`src/hw/spgs_defines.vh`:
```
`ifndef SPGS_DEFINES_VH
`define SPGS_DEFINES_VH
// Pin indices within the shared port nibble.
`define SPGS_PIN_SCK 2'h0
`define SPGS_PIN_MOSI 2'h1
`define SPGS_PIN_MISO 2'h2
`define SPGS_PIN_SEL 2'h3
// Reset value of the function select: all pins serial.
`define SPGS_FUNC_RST 4'h0
`define SPGS_DIR_RST 4'h0
// Synchronisers start at the idle pin levels, select high and clock low, so that
// no phantom selection or clock edge is seen right after reset.
`define SPGS_SYNC_RST 4'h8
`define SPGS_WORD_W 8
`define SPGS_HALF_DIV 8'h04
`define SPGS_BIT_LAST 3'h7
// Master state codes.
`define SPGS_ST_IDLE 2'h0
`define SPGS_ST_LOW 2'h1
`define SPGS_ST_HIGH 2'h2
`endif

```
`src/hw/spgs_top.v`:
```
`include "spgs_defines.vh"
module spgs_top #(
  parameter WORD_W = `SPGS_WORD_W
) (
  // Clock and reset.
  input wire clk_i,
  input wire rst_n_i,
  // Configuration.
  input wire master_mode_i,
  input wire [3:0] gpio_func_i,
  input wire [3:0] gpio_dir_i,
  input wire [3:0] gpio_out_i,
  output wire [3:0] gpio_in_o,
  // Transmit stream.
  input wire [WORD_W-1:0] tx_data_i,
  input wire tx_valid_i,
  output wire tx_ready_o,
  // Receive stream.
  output wire [WORD_W-1:0] rx_data_o,
  output wire rx_valid_o,
  input wire rx_ready_i,
  output reg mode_fault_o,
  // Shared pins: index 0 clock, 1 master out, 2 master in, 3 select.
  input wire [3:0] pin_i,
  output wire [3:0] pin_o,
  output wire [3:0] pin_oe_n_o
);
  reg [3:0] sync1_ff;
  reg [3:0] sync2_ff;
  reg [3:0] func_ff;
  reg [3:0] dir_ff;
  reg [3:0] gout_ff;
  reg [1:0] state_ff;
  reg [7:0] div_ff;
  reg [2:0] bit_ff;
  reg [WORD_W-1:0] sh_ff;
  reg [WORD_W-1:0] rsh_ff;
  reg sck_ff;
  reg sck_prev_ff;
  reg mosi_ff;
  reg miso_ff;
  reg done_ff;
  reg [WORD_W-1:0] done_data_ff;
  reg [WORD_W-1:0] buf_data_ff [0:1];
  reg [1:0] buf_cnt_ff;
  reg buf_rd_ff;
  reg buf_wr_ff;
  reg [WORD_W-1:0] rx_data_ff;

  wire sp_sck = func_ff[`SPGS_PIN_SCK] ? 1'b0 : sync2_ff[`SPGS_PIN_SCK];
  wire sp_mosi = func_ff[`SPGS_PIN_MOSI] ? 1'b0 : sync2_ff[`SPGS_PIN_MOSI];
  wire sp_miso = func_ff[`SPGS_PIN_MISO] ? 1'b0 : sync2_ff[`SPGS_PIN_MISO];
  wire sel_n = func_ff[`SPGS_PIN_SEL] ? 1'b1 : sync2_ff[`SPGS_PIN_SEL];
  wire slv_sel = ~master_mode_i & ~sel_n;
  wire sck_rise = sp_sck & ~sck_prev_ff;
  wire sck_fall = ~sp_sck & sck_prev_ff;
  wire buf_full = (buf_cnt_ff == 2'h2);
  wire buf_empty = (buf_cnt_ff == 2'h0);

  // The serial logic drives a pin only when it owns that pin.
  wire [3:0] sp_oe;
  assign sp_oe[`SPGS_PIN_SCK] = master_mode_i;
  assign sp_oe[`SPGS_PIN_MOSI] = master_mode_i;
  assign sp_oe[`SPGS_PIN_MISO] = slv_sel;
  assign sp_oe[`SPGS_PIN_SEL] = 1'b0;
  wire [3:0] sp_val = {1'b0, miso_ff, mosi_ff, sck_ff};

  genvar g;
  generate
    for (g = 0; g < 4; g = g + 1) begin : g_pin
      assign pin_o[g] = func_ff[g] ? gout_ff[g] : sp_val[g];
      assign pin_oe_n_o[g] = func_ff[g] ? ~dir_ff[g] : ~sp_oe[g];
      assign gpio_in_o[g] = func_ff[g] & sync2_ff[g];
    end
  endgenerate

  // A master offers to take a word only when the word it will receive has room,
  // counting one that is still on its way into the buffer.
  assign tx_ready_o = master_mode_i ? (state_ff == `SPGS_ST_IDLE) & ~done_ff & ~buf_full & sel_n
                                    : (bit_ff == 3'h0) & ~slv_sel;
  assign rx_valid_o = ~buf_empty;
  assign rx_data_o = buf_data_ff[buf_rd_ff];

  always @(posedge clk_i or negedge rst_n_i) begin
    if (!rst_n_i) begin
      sync1_ff <= `SPGS_SYNC_RST;
      sync2_ff <= `SPGS_SYNC_RST;
      func_ff <= `SPGS_FUNC_RST;
      dir_ff <= `SPGS_DIR_RST;
      gout_ff <= 4'h0;
      sck_prev_ff <= 1'b0;
    end else begin
      sync1_ff <= pin_i;
      sync2_ff <= sync1_ff;
      func_ff <= gpio_func_i;
      dir_ff <= gpio_dir_i;
      gout_ff <= gpio_out_i;
      sck_prev_ff <= sp_sck;
    end
  end

  // Serial engine: mode 0, data changes on falling clock, captured on rising.
  always @(posedge clk_i or negedge rst_n_i) begin
    if (!rst_n_i) begin
      state_ff <= `SPGS_ST_IDLE;
      div_ff <= 8'h00;
      bit_ff <= 3'h0;
      sh_ff <= {WORD_W{1'b0}};
      rsh_ff <= {WORD_W{1'b0}};
      sck_ff <= 1'b0;
      mosi_ff <= 1'b0;
      miso_ff <= 1'b0;
      done_ff <= 1'b0;
      done_data_ff <= {WORD_W{1'b0}};
      mode_fault_o <= 1'b0;
    end else begin
      done_ff <= 1'b0;
      if (master_mode_i) begin
        if (!sel_n) begin
          // Another master pulled select low: abort and park the clock low; the clock and data pins stay driven.
          mode_fault_o <= 1'b1;
          state_ff <= `SPGS_ST_IDLE;
          sck_ff <= 1'b0;
        end else begin
          mode_fault_o <= 1'b0;
          case (state_ff)
            `SPGS_ST_IDLE: begin
              if (tx_valid_i && !buf_full && !done_ff) begin
                sh_ff <= tx_data_i;
                mosi_ff <= tx_data_i[WORD_W-1];
                bit_ff <= 3'h0;
                div_ff <= `SPGS_HALF_DIV;
                state_ff <= `SPGS_ST_LOW;
              end
            end
            `SPGS_ST_LOW: begin
              if (div_ff == 8'h00) begin
                sck_ff <= 1'b1;
                rsh_ff <= {rsh_ff[WORD_W-2:0], sp_miso};
                div_ff <= `SPGS_HALF_DIV;
                state_ff <= `SPGS_ST_HIGH;
              end else begin
                div_ff <= div_ff - 8'h01;
              end
            end
            `SPGS_ST_HIGH: begin
              if (div_ff == 8'h00) begin
                sck_ff <= 1'b0;
                div_ff <= `SPGS_HALF_DIV;
                if (bit_ff == `SPGS_BIT_LAST) begin
                  done_ff <= 1'b1;
                  done_data_ff <= rsh_ff;
                  state_ff <= `SPGS_ST_IDLE;
                end else begin
                  // Next bit goes out a half period before the next rising edge.
                  sh_ff <= {sh_ff[WORD_W-2:0], 1'b0};
                  mosi_ff <= sh_ff[WORD_W-2];
                  bit_ff <= bit_ff + 3'h1;
                  state_ff <= `SPGS_ST_LOW;
                end
              end else begin
                div_ff <= div_ff - 8'h01;
              end
            end
            default: state_ff <= `SPGS_ST_IDLE;
          endcase
        end
      end else begin
        mode_fault_o <= 1'b0;
        state_ff <= `SPGS_ST_IDLE;
        sck_ff <= 1'b0;
        if (!slv_sel) begin
          bit_ff <= 3'h0;
          if (tx_valid_i) begin
            sh_ff <= tx_data_i;
            miso_ff <= tx_data_i[WORD_W-1];
          end
        end else if (sck_rise) begin
          rsh_ff <= {rsh_ff[WORD_W-2:0], sp_mosi};
          bit_ff <= bit_ff + 3'h1;
          if (bit_ff == `SPGS_BIT_LAST) begin
            done_ff <= 1'b1;
            done_data_ff <= {rsh_ff[WORD_W-2:0], sp_mosi};
          end
        end else if (sck_fall) begin
          sh_ff <= {sh_ff[WORD_W-2:0], 1'b0};
          miso_ff <= sh_ff[WORD_W-2];
        end
      end
    end
  end

  // Two-entry receive buffer; a master waits for room before starting.
  always @(posedge clk_i or negedge rst_n_i) begin
    if (!rst_n_i) begin
      buf_cnt_ff <= 2'h0;
      buf_rd_ff <= 1'b0;
      buf_wr_ff <= 1'b0;
      buf_data_ff[0] <= {WORD_W{1'b0}};
      buf_data_ff[1] <= {WORD_W{1'b0}};
    end else begin
      if (done_ff && !buf_full) begin
        buf_data_ff[buf_wr_ff] <= done_data_ff;
        buf_wr_ff <= ~buf_wr_ff;
      end
      if (rx_ready_i && !buf_empty) begin
        buf_rd_ff <= ~buf_rd_ff;
      end
      case ({done_ff && !buf_full, rx_ready_i && !buf_empty})
        2'b10: buf_cnt_ff <= buf_cnt_ff + 2'h1;
        2'b01: buf_cnt_ff <= buf_cnt_ff - 2'h1;
        default: buf_cnt_ff <= buf_cnt_ff;
      endcase
    end
  end
endmodule // spgs_top

```
`config.mk`:
```
export PLATFORM = sky130hd
export DESIGN_NAME = spgs_top
export DESIGN_NICKNAME = d
export VERILOG_FILES = /design/src/hw/spgs_top.v
export VERILOG_INCLUDE_DIRS = /design/src /design/src/hw
export SDC_FILE = /design/constraint.sdc
export NUM_CORES = 1
export LEC_CHECK = 0
export BUFFER_PORTS_ARGS = -buffer_cell sky130_fd_sc_hd__buf_2
export CAP_MARGIN = 20
export CORE_ASPECT_RATIO = 0.5
export CORE_MARGIN = 1.5
export CORE_UTILIZATION = 53
export CTS_BUF_LIST = sky130_fd_sc_hd__clkbuf_8
export CTS_CLUSTER_SIZE = 12
export DETAILED_ROUTE_END_ITERATION = 16
export GPL_TIMING_DRIVEN = 0
export PLACE_DENSITY = 0.76
export SYNTH_ARGS = -nofsm -noshare
export SYNTH_HDL_FRONTEND = slang
export SYNTH_SLANG_ARGS = --single-unit
```
`constraint.sdc`:
```
create_clock -name clk_i -period 2.59 [get_ports clk_i]
set_clock_uncertainty 0.2 [all_clocks]
set_input_delay 0.518 -clock clk_i [delete_from_list [all_inputs] [get_ports clk_i]]
set_output_delay 0.518 -clock clk_i [all_outputs]
set_load 0.1 [all_outputs]
```
## Word level (Yosys, flattened, before mapping)

Index checks and enable logic that the tools add are counted.

- Flip-flop bits (word level): 82
- Bits in latches: 0
- RAM bits: 0
- Bits in read-only memories: 0
- Input port bits: 29
- Output and inout bits: 23
- Word-level logic and storage cells: 197
- Memories kept: 0

- $add $sub $neg: 4
- Multipliers: 0
- Div/mod/pow operators: 0
- Magnitude comparators: 3
- Equality and inequality tests: 27
- Shifts and indexed selects: 0
- Mux-type cells: 84
- Bitwise operators: 27
- Reduce and logical (&&, ||, !) cells: 30

Operator list:

| kind | count |
|---|---|
| two-way mux 8 bit | 20 |
| two-way mux 7 bit | 9 |
| two-way mux 1 bit | 34 |
| two-way mux 3 bit | 7 |
| bitwise mux 16 bit | 1 |
| one-hot mux 8 bit (2 select lines) | 1 |
| inverter 1 bit | 14 |
| one-hot mux 7 bit (2 select lines) | 1 |
| nonzero test 2 bit | 7 |
| != test 2 x 1 -> 1 bit, second input constant | 6 |
| AND reduction 6 bit | 2 |
| AND 1 bit | 11 |
| two-way mux 2 bit | 5 |
| != test 3 x 2 -> 1 bit, second input constant | 3 |
| != test 3 bit, second input constant | 3 |
| demux 8 bit (select 1 bit) | 1 |
| zero test 8 bit | 1 |
| != test 2 bit, second input constant | 4 |
| != test 4 bit, second input constant | 2 |
| AND reduction 4 bit | 2 |
| AND reduction 8 bit | 1 |
| subtractor 8 x 1 -> 8 bit, second input constant | 1 |
| AND reduction 7 bit | 1 |
| == test 2 bit, second input constant | 3 |
| other kinds (23) | 35 |

## Logic depth before layout (Yosys ltp)

- Depth after elaboration: 8
- Depth in mapped cells: 9
- Depth with buffers taken out: 7

## Worst setup path before layout

Ideal clock, no wire load.

- Path kind: in2out
- Start: in master_mode_i
- End: out pin_oe_n_o[2]
- Data arrival time: 2984 ps
- Data required time: 1872 ps
- Slack: -1112 ps
- Stages on the path: 5
- Buffers on the path: 3
- Cells stage by stage: clkbuf_1 > clkbuf_1 > clkbuf_1 > nor3_1 > a21oi_1

- Longest elaborated chain between the ends: 4

RTL lines:

| item | line | source |
|---|---|---|
| start: declaration | spgs_top.v:9 | `input wire master_mode_i,` |
| inverter 1 bit (no line) | - |  |
| AND 1 bit | spgs_top.v:54 | `wire slv_sel = ~master_mode_i & ~sel_n;` |
| inverter 1 bit | spgs_top.v:72 | `assign pin_oe_n_o[g] = func_ff[g] ? ~dir_ff[g] : ~sp_oe[g];` |
| two-way mux 1 bit | spgs_top.v:72 |  |
| end: declaration | spgs_top.v:26 | `output wire [3:0] pin_oe_n_o` |

No other way between the ends.

## Worst setup path after layout

- Start: reg div_ff[0]
- End: reg sh_ff[3]

- Longest elaborated chain between the ends: 3

RTL lines:

| item | line | source |
|---|---|---|
| start: declaration | spgs_top.v:34 | `reg [7:0] div_ff;` |
| start signal: assignment | spgs_top.v:132 | `` div_ff <= `SPGS_HALF_DIV; `` |
| start signal: assignment | spgs_top.v:140 | `` div_ff <= `SPGS_HALF_DIV; `` |
| start signal: assignment | spgs_top.v:143 | `div_ff <= div_ff - 8'h01;` |
| zero test 8 bit | spgs_top.v:147 | `if (div_ff == 8'h00) begin` |
| != test 3 bit (no line) | - |  |
| AND reduction 8 bit (no line) | - |  |
| end signal: assignment | spgs_top.v:156 | `sh_ff <= {sh_ff[WORD_W-2:0], 1'b0};` |
| end signal: assignment | spgs_top.v:175 | `sh_ff <= tx_data_i;` |
| end signal: assignment | spgs_top.v:186 | `sh_ff <= {sh_ff[WORD_W-2:0], 1'b0};` |
| end: declaration | spgs_top.v:36 | `reg [WORD_W-1:0] sh_ff;` |

No other way between the ends.
A chain may end at the register's enable or synchronous reset.

==> key figures <==
Layout
  – Nets@finish: 420
  – ANT cells: 0
  – Most common cell after layout, fill and taps aside: dfrtp_1
  – Layout cells sized above 1: 39.06%
  – Most frequent cells in the layout: dfrtp_1 (79), buf_2 (48), mux2_2 (43), nor2_1 (32), nand2_1 (13)
  – Finished Core Util: 66.39%
  – Area delta synth->final: 20.17%
  – Final Cell Area: 4466 um^2
  – Sequential Area: 2056 um^2
  – Fill count: 534
  – Multi-input logic area: 1630 um^2

Synth
  – Synth Flop Type: dfrtp_1
  – Mapped Cells: 311
  – Register area share after synthesis: 55.29%
  – Synth warn: 0
  – Number of synthesized flops with an enable pin: 0
  – Synthesized flop and latch total: 82
  – Ranking of synthesized cells by area: dfrtp_1 (54%), mux2_2 (13%), ha_1 (4.0%), nor2_1 (3.3%), mux2i_1 (3.0%)
  – Mean post-synth cell area: 11.95 um^2
  – Post-synthesis net count: 352
  – Yosys top cell by area: dfrtp_1
  – Post-synth ARST share: 100.0%
  – Area share of the leading cell type in the synthesized netlist: 53.87%
  – Cell area after synthesis: 3716 um^2
  – Distinct cell type count after synthesis: 45

Clocking
  – Worst-path clk slew: 0.08 ns
  – CTS tree: built
  – TritonCTS Buffers: 9
  – Clock tree sinks: 82
  – Root Buffer: clkbuf_8
  – Clk buf depth: 2
  – Worst skew pair latency: 0.36 ns
  – H-tree lvl count: 3

Route
  – Vias per cell: 5.504
  – Final WL: 7.393 mm
  – Drt initial violations: 198
  – Antenna Nets Post-Route: 0
  – Drt drc: 0
  – Avg WL per Cell: 15.53 um
  – Total number of vias: 2,620
  – First-pass DRT Iterations: 4

Place
  – Post-DP Area: 4135 um^2
  – HPWL after DPL: 5.085 mm
  – I/O Buffers: 50
  – Placer's final routability congestion estimate: 0.8440

Global route
  – Total track usage: 21.91%
  – Global-route wire length before repair: 12.65 mm
  – Initial antenna violation count: 0
  – Largest net degree at the start of global routing: 43
  – Number of global-route vias before repair: 2,753
  – Grt ovf: 0

Job
  – Max cap viols: 0

STA
  – Fin Hold WS: 0.05521 ns
  – Final min period: 2.511 ns
  – Setup Total Neg Slack: 0 ns
  – Final period util: 96.96%
  – Tightest Pin Transition: 0.7317 ns
  – Final setup fails: 0
  – Fmax: 0.3982 GHz
  – RSZ-0062 raised after global routing: no
  – Slew HR: 51.04%
  – Pins Over Slew Limit: 0
  – Hold Violations, Final: 0

Floorplan
  – Die X: 121.4 um
  – Die area: 7554 um^2
  – I/O pin cnt: 52
  – Row count: 21
  – Initial core utilization: 55.25%
  – Chip height: 62.21 um
  – Area of the core: 6726 um^2

Power and ir drop
  – P_leak: 2.186 nW
  – Total power draw: 0.004013 W
  – Pwr dens: 898.7 nW/um^2
  – Worst VDD drop: 0.4603 mV

Setup path
  – Setup Crit Path Kind: flip-flop to flip-flop
  – Data arrival time of the critical path: 2.56 ns
  – Crit-path max FO: 7
  – Worst path required time: 2.63 ns
  – CP startpoint kind: flip-flop
  – Setup crit end kind: flip-flop

Worst hold path
  – Hold Path Class: primary input to flip-flop

Outcome
  – Status: completed
-- final cells by class --
type | instances | area share [%]
timing repair buffer | 62 | 8.210
multi-input combinational | 206 | 36.51
clock inverter | 6 | 1.457
sequential | 82 | 46.04
tap | 92 | 2.578
inverter | 11 | 0.9246
buffer | 7 | 1.205
clock buffer | 10 | 3.082
-- Yosys cell counts (3+ instances only) --
cell       n
o21ai_0   12
a21oi_1   14
o41ai_1    4
dfrtp_1   80
inv_1     11
nand2b_1   6
xnor2_1    3
a31oi_1    3
mux2i_1   11
nor2b_1    4
nor2_1    33
nor4_1     3
mux2_1     6
mux2_2    43
ha_1      12
nand2_1   13
clkbuf_1   8
buf_2      3
and2_1     6
-- sequential cells by signal, indices dropped and copies added, names as in the netlist, 2 cells and up --
name          count
buf_data_ff      16
div_ff            8
done_data_ff      8
rsh_ff            8
sh_ff             7
dir_ff            4
func_ff           4
gout_ff           4
sync1_ff          4
sync2_ff          4
bit_ff            3
buf_cnt_ff        2
state_ff          2
-- worst max-delay path, stage by stage, from the launching register on --
cell     delay (ns)
dfrtp_1        0.40
inv_2          0.07
ha_1           0.13
or4b_4         0.48
o31a_1         0.26
nor4_2         0.19
a21o_1         0.21
buf_6          0.16
mux2_4         0.31
-- where the power goes --
part / leakage (nW) / switching, W / internal, W / total, W
Sequential: 1.03 / 0.000230 / 0.00153 / 0.00176
Clock: 0.103 / 0.000459 / 0.000473 / 0.000932
Combinational: 1.05 / 0.000774 / 0.000551 / 0.00133
Total: 2.19 / 0.00146 / 0.00255 / 0.00401
-- layer usage --
layer  track usage (%)  vias to the layer above  wire length (um)
li1                  -                     1230                 -
met3             6.526                       23               351
met2             36.86                       65              3812
met5                 0                        -                 0
met4             10.00                        0               192
met1             26.07                     1302              3036
-- metrics by stage --
step	setup WS (ns)	cells
2_1_floorplan	-0.2056	311
3_3_place_gp	-0.1874	453
3_5_place_dp	-0.1921	454
4_1_cts	-0.007518	475
5_1_grt	0.01882	476
6_report	0.07882	476
-- path summary, 6_finish.rpt --
| path | to | slack [ns] | from | cells past startpoint |
|---|---|---|---|---|
| max in group asynchronous | state_ff[0] | 1.11 | rst_n_i | 3 |
| min in group asynchronous | div_ff[7] | 0.48 | rst_n_i | 2 |
| max | sh_ff[3] | 0.08 | div_ff[0] | 8 |
| max reg2reg | sh_ff[3] | 0.08 | div_ff[0] | 8 |
| min reg2reg | sync2_ff[0] | 0.16 | sync1_ff[0] | 0 |
| min | func_ff[1] | 0.06 | gpio_func_i[1] | 1 |
-- repair_timing --
action | in CTS | in global routing
endpoints found under the setup margin | 16 | 30
pin swaps | 2 | 1
buffers inserted | 5 | 5
resized for setup | 16 | 8
hold buffers | 1 | 0
endpoints found under the hold margin | 39 | 0
-- kinds of logic (layout without fill, tap and decap cells) --
group	after synthesis	after routing	synth area share, %
compound gates	50	50	8.654
xor+xnor	5	5	1.179
fa+ha+maj	12	12	4.040
buf+inv	23	96	2.626
flops	82	82	55.29
mux	60	60	17.81
simple gates	79	79	10.40
No activity file was read; power rests on OpenSTA's default activity.
